==> config.mk <==
export PLATFORM = sky130hd
export DESIGN_NAME = mcp_param_store
export DESIGN_NICKNAME = d
export VERILOG_FILES = /design/src/rtl/mcp_pkg.sv /design/src/rtl/mcp_tick_counter.sv /design/src/rtl/mcp_param_store.sv
export SDC_FILE = /design/constraint.sdc
export NUM_CORES = 1
export LEC_CHECK = 0
export BUFFER_PORTS_ARGS = -buffer_cell sky130_fd_sc_hd__buf_2
export CAP_MARGIN = 0
export CORE_MARGIN = 1
export CORE_UTILIZATION = 47
export CTS_CLUSTER_SIZE = 10
export DETAILED_ROUTE_END_ITERATION = 16
export GPL_TIMING_DRIVEN = 0
export PLACE_DENSITY = 0.77
export SLEW_MARGIN = 0
export SYNTH_ARGS = -nofsm -noshare
export SYNTH_HDL_FRONTEND = slang
export SYNTH_HIERARCHICAL = 1
export SYNTH_SLANG_ARGS = --single-unit
==> constraint.sdc <==
create_clock -name clock -period 3.4 [get_ports clock]
set_input_delay 0.68 -clock clock [delete_from_list [all_inputs] [get_ports clock]]
set_output_delay 0.68 -clock clock [all_outputs]
set_load 0.005 [all_outputs]
==> src/rtl/mcp_pkg.sv <==
// constants, types and helper functions for the module configuration parameter store
`default_nettype none
package mcp_pkg;

  localparam logic [7:0] CMD_SLEEP_SELECT = 8'h01;
  localparam logic [7:0] CMD_INACTIVITY   = 8'h02;
  localparam logic [7:0] CMD_HANDSHAKE    = 8'h16;
  localparam logic [7:0] CMD_SIGNAL_LEVEL = 8'h1c;
  localparam logic [7:0] CMD_SERIAL_UPPER = 8'h25;
  localparam logic [7:0] CMD_SERIAL_LOWER = 8'h26;
  localparam logic [7:0] CMD_STOP_BITS    = 8'h36;

  localparam logic [7:0] SLEEP_OFF       = 8'h00;
  localparam logic [7:0] SLEEP_PIN       = 8'h01;
  localparam logic [7:0] SLEEP_CYCLE_MIN = 8'h03;
  localparam logic [7:0] SLEEP_CYCLE_MAX = 8'h08;

  localparam logic [15:0] INACTIVITY_MIN   = 16'h0010;
  localparam logic [15:0] INACTIVITY_RESET = 16'h0064;

  localparam logic [7:0] HANDSHAKE_OFF   = 8'h00;
  localparam logic [7:0] HANDSHAKE_PROG  = 8'h01;
  localparam logic [7:0] HANDSHAKE_RTS   = 8'h02;
  localparam logic [7:0] STOP_BITS_ONE   = 8'h00;
  localparam logic [7:0] STOP_BITS_TWO   = 8'h01;

  localparam logic [7:0] LEVEL_MIN = 8'h06;
  localparam logic [7:0] LEVEL_MAX = 8'h36;

  localparam int CLOCK_PERIOD_NS = 100;
  localparam int TICK_PERIOD_MS  = 100;
  localparam int TICK_CYCLES     = TICK_PERIOD_MS * 1000000 / CLOCK_PERIOD_NS;
  localparam int CYCLE_BASE_MS   = 500;
  localparam int CYCLE_BASE_TICKS = CYCLE_BASE_MS / TICK_PERIOD_MS;
  localparam logic [15:0] WAKE_WINDOW_TICKS = 16'h0001;

  typedef struct packed {
    logic        write;
    logic [7:0]  code;
    logic [15:0] data;
  } mcp_cmd_s;

  typedef struct packed {
    logic        reject;
    logic        twoBytes;
    logic [15:0] data;
  } mcp_rsp_s;

  typedef enum logic [4:0] {
    S_AWAKE     = 5'b00001,
    S_PIN_SLEEP = 5'b00010,
    S_CYC_SLEEP = 5'b00100,
    S_LISTEN    = 5'b01000,
    S_SYNC      = 5'b10000
  } mcp_state_e;

  function automatic logic mcp_is_cyclic(input logic [7:0] mode);
    return (mode >= SLEEP_CYCLE_MIN) && (mode <= SLEEP_CYCLE_MAX);
  endfunction : mcp_is_cyclic

  // period doubles with each setting above the first cyclic one
  function automatic logic [15:0] mcp_cycle_ticks(input logic [7:0] mode);
    logic [7:0] step;
    step = mode - SLEEP_CYCLE_MIN;
    return 16'(CYCLE_BASE_TICKS) << step[2:0];
  endfunction : mcp_cycle_ticks

endpackage : mcp_pkg
`default_nettype wire

==> src/rtl/mcp_tick_counter.sv <==
// 100 ms tick divider and saturating tick counter with restart
`default_nettype none
module mcp_tick_counter
  import mcp_pkg::*;
#(
  parameter int TICKS = TICK_CYCLES
) (
  input  wire logic        clock,
  input  wire logic        rst,
  input  wire logic        restart,
  output var  logic        tick,
  output var  logic [15:0] ticks
);

  logic [31:0] divider;

  // divider free-runs so restarts do not stretch the tick grid
  always_ff @(posedge clock) begin
    if (rst) begin
      divider <= 32'h0000_0000;
      tick    <= 1'b0;
    end else if (divider == 32'(TICKS - 1)) begin
      divider <= 32'h0000_0000;
      tick    <= 1'b1;
    end else begin
      divider <= divider + 32'h0000_0001;
      tick    <= 1'b0;
    end
  end

  always_ff @(posedge clock) begin
    if (rst || restart) begin
      ticks <= 16'h0000;
    end else if (tick && ticks != 16'hffff) begin
      ticks <= ticks + 16'h0001;
    end
  end

endmodule : mcp_tick_counter
`default_nettype wire

==> src/rtl/mcp_param_store.sv <==
// configuration parameter store, command answers and sleep sequencing
`default_nettype none
module mcp_param_store
  import mcp_pkg::*;
#(
  parameter int TICKS = TICK_CYCLES
) (
  input  wire logic        clock,
  input  wire logic        rst,
  input  wire logic        cmdValid,
  input  wire mcp_cmd_s    cmd,
  output var  logic        rspValid,
  output var  mcp_rsp_s    rsp,
  input  wire logic        packetValid,
  input  wire logic [7:0]  packetLevel,
  input  wire logic [31:0] serialNumber,
  input  wire logic        linkActivity,
  input  wire logic        sleepPin,
  input  wire logic        initDetect,
  input  wire logic        initDone,
  output var  logic [7:0]  sleepSelect,
  output var  logic [15:0] inactivityTimeout,
  output var  logic [7:0]  handshakeLineConfig,
  output var  logic [7:0]  uartStopBitCount,
  output var  logic        twoStopBits,
  output var  logic        rtsFlowEnable,
  output var  logic        binaryProgEnable,
  output var  logic        sleeping,
  output var  logic        receiveSync
);

  mcp_state_e  state;
  mcp_state_e  next_state;
  logic [7:0]  receivedSignalLevel;
  logic [15:0] ticks;
  logic        restart;
  logic        cyclic;
  logic        writeOk;

  assign cyclic = mcp_is_cyclic(sleepSelect);

  always_comb begin
    writeOk = 1'b0;
    if (cmd.code == CMD_SLEEP_SELECT) begin
      writeOk = (cmd.data[15:8] == 8'h00) &&
                (cmd.data[7:0] <= SLEEP_PIN || mcp_is_cyclic(cmd.data[7:0]));
    end else if (cmd.code == CMD_INACTIVITY) begin
      writeOk = cmd.data >= INACTIVITY_MIN;
    end else if (cmd.code == CMD_HANDSHAKE) begin
      writeOk = (cmd.data[15:8] == 8'h00) && (cmd.data[7:0] <= HANDSHAKE_RTS);
    end else if (cmd.code == CMD_STOP_BITS) begin
      writeOk = (cmd.data[15:8] == 8'h00) && (cmd.data[7:0] <= STOP_BITS_TWO);
    end
  end

  // stored parameters; read-only codes and bad values never reach storage
  always_ff @(posedge clock) begin
    if (rst) begin
      sleepSelect         <= SLEEP_OFF;
      inactivityTimeout   <= INACTIVITY_RESET;
      handshakeLineConfig <= HANDSHAKE_OFF;
      uartStopBitCount    <= STOP_BITS_ONE;
    end else if (cmdValid && cmd.write && writeOk) begin
      if (cmd.code == CMD_SLEEP_SELECT) begin
        sleepSelect <= cmd.data[7:0];
      end else if (cmd.code == CMD_INACTIVITY) begin
        inactivityTimeout <= cmd.data;
      end else if (cmd.code == CMD_HANDSHAKE) begin
        handshakeLineConfig <= cmd.data[7:0];
      end else if (cmd.code == CMD_STOP_BITS) begin
        uartStopBitCount <= cmd.data[7:0];
      end
    end
  end

  // clamp keeps a noisy measurement inside the reportable span
  always_ff @(posedge clock) begin
    if (rst) begin
      receivedSignalLevel <= LEVEL_MIN;
    end else if (packetValid) begin
      if (packetLevel < LEVEL_MIN) begin
        receivedSignalLevel <= LEVEL_MIN;
      end else if (packetLevel > LEVEL_MAX) begin
        receivedSignalLevel <= LEVEL_MAX;
      end else begin
        receivedSignalLevel <= packetLevel;
      end
    end
  end

  // one answer per command, one cycle after it is taken
  always_ff @(posedge clock) begin
    if (rst) begin
      rspValid <= 1'b0;
      rsp      <= '0;
    end else begin
      rspValid     <= cmdValid;
      rsp.reject   <= 1'b0;
      rsp.twoBytes <= 1'b0;
      rsp.data     <= 16'h0000;
      if (cmdValid) begin
        if (cmd.code == CMD_SIGNAL_LEVEL) begin
          rsp.data   <= {8'h00, receivedSignalLevel};
          rsp.reject <= cmd.write;
        end else if (cmd.code == CMD_SERIAL_UPPER) begin
          rsp.data     <= serialNumber[31:16];
          rsp.twoBytes <= 1'b1;
          rsp.reject   <= cmd.write;
        end else if (cmd.code == CMD_SERIAL_LOWER) begin
          rsp.data     <= serialNumber[15:0];
          rsp.twoBytes <= 1'b1;
          rsp.reject   <= cmd.write;
        end else if (cmd.code == CMD_SLEEP_SELECT) begin
          rsp.data   <= {8'h00, sleepSelect};
          rsp.reject <= cmd.write && !writeOk;
        end else if (cmd.code == CMD_INACTIVITY) begin
          rsp.data     <= inactivityTimeout;
          rsp.twoBytes <= 1'b1;
          rsp.reject   <= cmd.write && !writeOk;
        end else if (cmd.code == CMD_HANDSHAKE) begin
          rsp.data   <= {8'h00, handshakeLineConfig};
          rsp.reject <= cmd.write && !writeOk;
        end else if (cmd.code == CMD_STOP_BITS) begin
          rsp.data   <= {8'h00, uartStopBitCount};
          rsp.reject <= cmd.write && !writeOk;
        end else begin
          rsp.reject <= 1'b1;
        end
      end
    end
  end

  always_comb begin
    next_state = state;
    case (state)
      S_AWAKE: begin
        if (sleepSelect == SLEEP_PIN && sleepPin) begin
          next_state = S_PIN_SLEEP;
        end else if (cyclic && ticks >= inactivityTimeout) begin
          next_state = S_CYC_SLEEP;
        end
      end
      S_PIN_SLEEP: begin
        if (sleepSelect != SLEEP_PIN || !sleepPin) begin
          next_state = S_AWAKE;
        end
      end
      S_CYC_SLEEP: begin
        if (!cyclic) begin
          next_state = S_AWAKE;
        end else if (ticks >= mcp_cycle_ticks(sleepSelect)) begin
          next_state = S_LISTEN;
        end
      end
      S_LISTEN: begin
        if (!cyclic) begin
          next_state = S_AWAKE;
        end else if (initDetect) begin
          next_state = S_SYNC;
        end else if (ticks >= WAKE_WINDOW_TICKS) begin
          next_state = S_CYC_SLEEP;
        end
      end
      S_SYNC: begin
        if (initDone) begin
          next_state = S_AWAKE;
        end
      end
      default: begin
        next_state = S_AWAKE;
      end
    endcase
  end

  always_ff @(posedge clock) begin
    if (rst) begin
      state       <= S_AWAKE;
      sleeping    <= 1'b0;
      receiveSync <= 1'b0;
    end else begin
      state       <= next_state;
      sleeping    <= (next_state == S_PIN_SLEEP) || (next_state == S_CYC_SLEEP);
      receiveSync <= next_state == S_SYNC;
    end
  end

  // every state change also restarts timing of the new phase
  assign restart = (state == S_AWAKE && linkActivity) || (next_state != state);

  mcp_tick_counter #(
    .TICKS (TICKS)
  ) tickCounter (
    .clock   (clock),
    .rst     (rst),
    .restart (restart),
    .tick    (),
    .ticks   (ticks)
  );

  assign twoStopBits      = uartStopBitCount == STOP_BITS_TWO;
  assign rtsFlowEnable    = handshakeLineConfig == HANDSHAKE_RTS;
  assign binaryProgEnable = handshakeLineConfig == HANDSHAKE_PROG;

endmodule : mcp_param_store
`default_nettype wire

==> out/summary.log <==
qor: global_route.grt_pass1_wl 28.3 mm
qor: flow_run.drv_cap 0
qor: die.fp.dieW 118 µm
qor: finish.flow.area_growth_from_synthesis 24.7%
qor: critical_path.rr_startpoint tickCounter/ticks[3]
qor: finish.insertedDiodeCount 0
qor: global_route.first_global_vias 5610
qor: sta.fin_worst_hold_slack 0.473 ns
qor: critical_path.setup.worst_path.end tickCounter/ticks[0]
qor: synth.synth_fp_nets 860
qor: critical_path.critPathMaxFanout 10
qor: power.post-layout-total-power 3.51 mW
qor: clocking.insertion_delay 0.42 ns
qor: finish.mostFrequentLayoutCell sky130_fd_sc_hd__buf_2
qor: synth.synth.cell_area 6340 µm²
qor: synth.number_of_enable_type_register_cells_in_the_synthesized_netlist 0
qor: critical_path.setup.worst_path.start tickCounter/ticks[3]
qor: power.power.leakage 3.31 nW
qor: place.detailed_place_hpwl 13.0 mm
qor: hold_path.hp-class flip-flop to flip-flop
qor: critical_path.worst-r2r-setup-slack 0.13 ns
qor: die.pin_count 137
qor: synth.synth_seq_cells 123
qor: place.post_dp_cell_area 7240 µm²
qor: critical_path.setup.worst_path.start_class flip-flop
qor: critical_path.regToRegEndpoint tickCounter/ticks[0]
qor: critical_path.timing.critical_path.arrival 3.62 ns
qor: sta.total_count_of_hold_check_failures_in_the_final_report 0
qor: status.result_of_the_run complete, no violations
qor: critical_path.rr_worst_depth 10
qor: die.design.die.area 14000 µm²
qor: clocking.cts_sinks 123
qor: drt.drt_iter0_markers 506
qor: place.place_inst 1070
qor: die.core.rowCount 42
qor: drt.avgRoutedWirePerCell 15.8 µm
qor: critical_path.end_kind flip-flop
qor: drt.first_pass_iters 5
qor: finish.multiInputGateArea 3690 µm²
qor: place.port_buffers 135
qor: finish.design.final.nets 1014
qor: global_route.antenna_found_initial 0
qor: sta.maximum_operating_frequency 306 MHz
qor: power.peakVddDrop 306 µV
qor: synth.synthesis.instances 759
qor: finish.stdcell_count 1102
qor: finish.num-fill-cells 1169
qor: clocking.numCtsBuffers 17
qor: die.die_h 118 µm
qor: synth.netlist-cell-type-count 71
qor: place.gpl.final_weighted_congestion 0.930
qor: drt.finalWirelength 17.4 mm
qor: sta.period_minus_slack 3.27 ns
qor: synth.synth-warning-count 6
qor: finish.final_cell_area 7910 µm²
qor: synth.synth-seq-area-share 0.388
qor: sta.worst_pin_slew 0.789 ns
qor: sta.timing_max_transition_violations_final 0
qor: finish.sequential_cell_area 2460 µm²
qor: clocking.tritoncts yes
qor: clocking.reg_clk_slew_reported_paths 0.06 ns
qor: finish.drive_above_1_share 0.224
qor: synth.synth_ff_type sky130_fd_sc_hd__dfxtp_1
qor: sta.finClkSkew 0.00627 ns
qor: drt.num_vias 6246
qor: critical_path.crit_required 3.76 ns
qor: drt.vias_per_cell 5.67
qor: clocking.cts_root_buf sky130_fd_sc_hd__clkbuf_16
qor: drt.drtAntennaViolNets 0
qor: power.power.density_cell_area 443 nW/µm²
qor: sta.finalCritPeriodShare 0.961
qor: global_route.grt.total_usage 0.256
qor: global_route.largest_net_degree_at_the_start_of_global_routing 17
qor: finish.layout.cells.most_common_list sky130_fd_sc_hd__buf_2, sky130_fd_sc_hd__dfxtp_1, sky130_fd_sc_hd__nor2_1, sky130_fd_sc_hd__nand2_1, sky130_fd_sc_hd__a21oi_1
qor: clocking.cts_htree_levels 4
qor: critical_path.setup.worst_path.class flip-flop to flip-flop
qor: sta.report.final.setup_viol 0
qor: die.floorplan.initialDensity 0.481
qor: die.fp.coreArea 13200 µm²
qor: clocking.bufs_on_longest_clock_path 2
qor: synth.syn_avg_cell_area 8.35 µm²
qor: global_route.overflow 0
qor: synth.asyncSetResetFlopFracSynth 0
qor: sta.maxSlewHeadroom 0.470
qor: sta.rsz0062_at_grt no
qor: drt.remaining_drc_errors 0
## worst min-delay path by stage
stage	to	cells after the start	from	slack, ns
floorplan	rsp[4]	2	receivedSignalLevel[4]	0.43
finish	rsp[3]	2	receivedSignalLevel[3]	0.47
global route	receivedSignalLevel[6]	1	receivedSignalLevel[6]	0.49
detailed placement	rsp[3]	2	receivedSignalLevel[3]	0.46
CTS	inactivityTimeout[7]	2	inactivityTimeout[7]	0.47
global placement	rsp[3]	2	receivedSignalLevel[3]	0.45
## state kept, by name, indices dropped and copies added (netlist names)
register and flops:
sleeping 1, rsp 18, inactivityTimeout 16, tickCounter/divider 32
uartStopBitCount 8, receiveSync 1, receivedSignalLevel 8, sleepSelect 8
handshakeLineConfig 8, tickCounter/ticks 16, rspValid 1, tickCounter/tick 1
state 5
## power breakdown
part	internal [mW]	switching [mW]	total, mW	leakage [nW]
Sequential	1.46	0.0160	1.47	0.994
Clock	1.19	0.698	1.89	0.303
Combinational	0.0621	0.0858	0.148	2.02
## cells by family (layout without fill, tap and decap cells)
| group | count (synthesis) | count (layout) | share of synthesized area |
|---|---|---|---|
| compound gates | 142 | 142 | 0.149 |
| xor+xnor | 36 | 36 | 0.0497 |
| fa+ha+maj | 28 | 28 | 0.0552 |
| buf+inv | 55 | 222 | 0.0357 |
| flops | 123 | 123 | 0.388 |
| mux | 15 | 15 | 0.0237 |
| simple gates | 360 | 360 | 0.299 |
## per-stage QoR
step	util	setup WS [ns]	TNS (ns)
after detailed placement	0.549	-0.257	-2.65
after global placement	0.549	-0.230	-2.41
final	0.599	0.131	0
after CTS	0.596	0.0161	0
after global routing	0.599	0.00250	0
after floorplan	-	0.430	0
## metal layers
| layer | routed length, µm | GRT usage | part of all wire | up-vias |
|---|---|---|---|---|
| met4 | 332 | 0.0841 | 0.019 | 0 |
| met5 | 0 | 0 | 0 | - |
| met3 | 1190 | 0.0560 | 0.068 | 27 |
| met1 | 7910 | 0.341 | 0.45 | 2918 |
| li1 | - | - | - | 3063 |
| met2 | 7980 | 0.411 | 0.46 | 238 |
## final cells by class
type                       instances  share of cell area
multi-input combinational        581               0.467
sequential                       123               0.312
timing repair buffer             135              0.0855
clock buffer                      18              0.0556
tap                              176              0.0279
clock inverter                    14              0.0230
buffer                            29              0.0168
inverter                          26              0.0123
## Yosys cell counts, drive strengths merged, types with 3 or more instances
library cell	instances	share of area
o22ai	7	0.0069
a22oi	5	0.0059
and2	20	0.020
a221oi	5	0.0069
a222oi	10	0.016
nor2	95	0.056
nand2b	10	0.0099
clkbuf	22	0.013
xnor2	7	0.0097
buf	7	0.0073
ha	28	0.055
nor3b	8	0.010
a211oi	7	0.0099
a31oi	11	0.011
inv	26	0.015
nand2	87	0.051
and4	5	0.0073
and3	12	0.012
o221ai	3	0.0041
or4	4	0.0059
o31ai	4	0.0047
a21oi	45	0.036
o211ai	4	0.0047
o21ai	25	0.020
xor2	29	0.040
or3	7	0.0071
dfxtp	123	0.39
nand4b	3	0.0041
nand3	27	0.021
mux2i	15	0.024
nor3	23	0.019
nor4	18	0.027
nand4	22	0.025
nor2b	9	0.0089
## worst max-delay path: stages (launching register included)
cell and delay, ns:
sky130_fd_sc_hd__dfxtp_2 0.38, sky130_fd_sc_hd__or4_1 0.55, sky130_fd_sc_hd__nor3_2 0.11, sky130_fd_sc_hd__nand4_1 0.17
sky130_fd_sc_hd__or4_4 0.54, sky130_fd_sc_hd__a222oi_1 0.27, sky130_fd_sc_hd__o211ai_1 0.15, sky130_fd_sc_hd__or3_1 0.36
sky130_fd_sc_hd__or2_2 0.37, sky130_fd_sc_hd__buf_4 0.20, sky130_fd_sc_hd__nor2_1 0.11
## repair_timing
item                                    in CTS  in global routing
hold buffers                                 0                  0
setup buffers                                0                  0
resized for setup                            3                 12
endpoints found under the setup margin      15                 15
endpoints found under the hold margin        0                  0
pin swaps                                    0                  2
No activity file was read; power rests on OpenSTA's default activity.
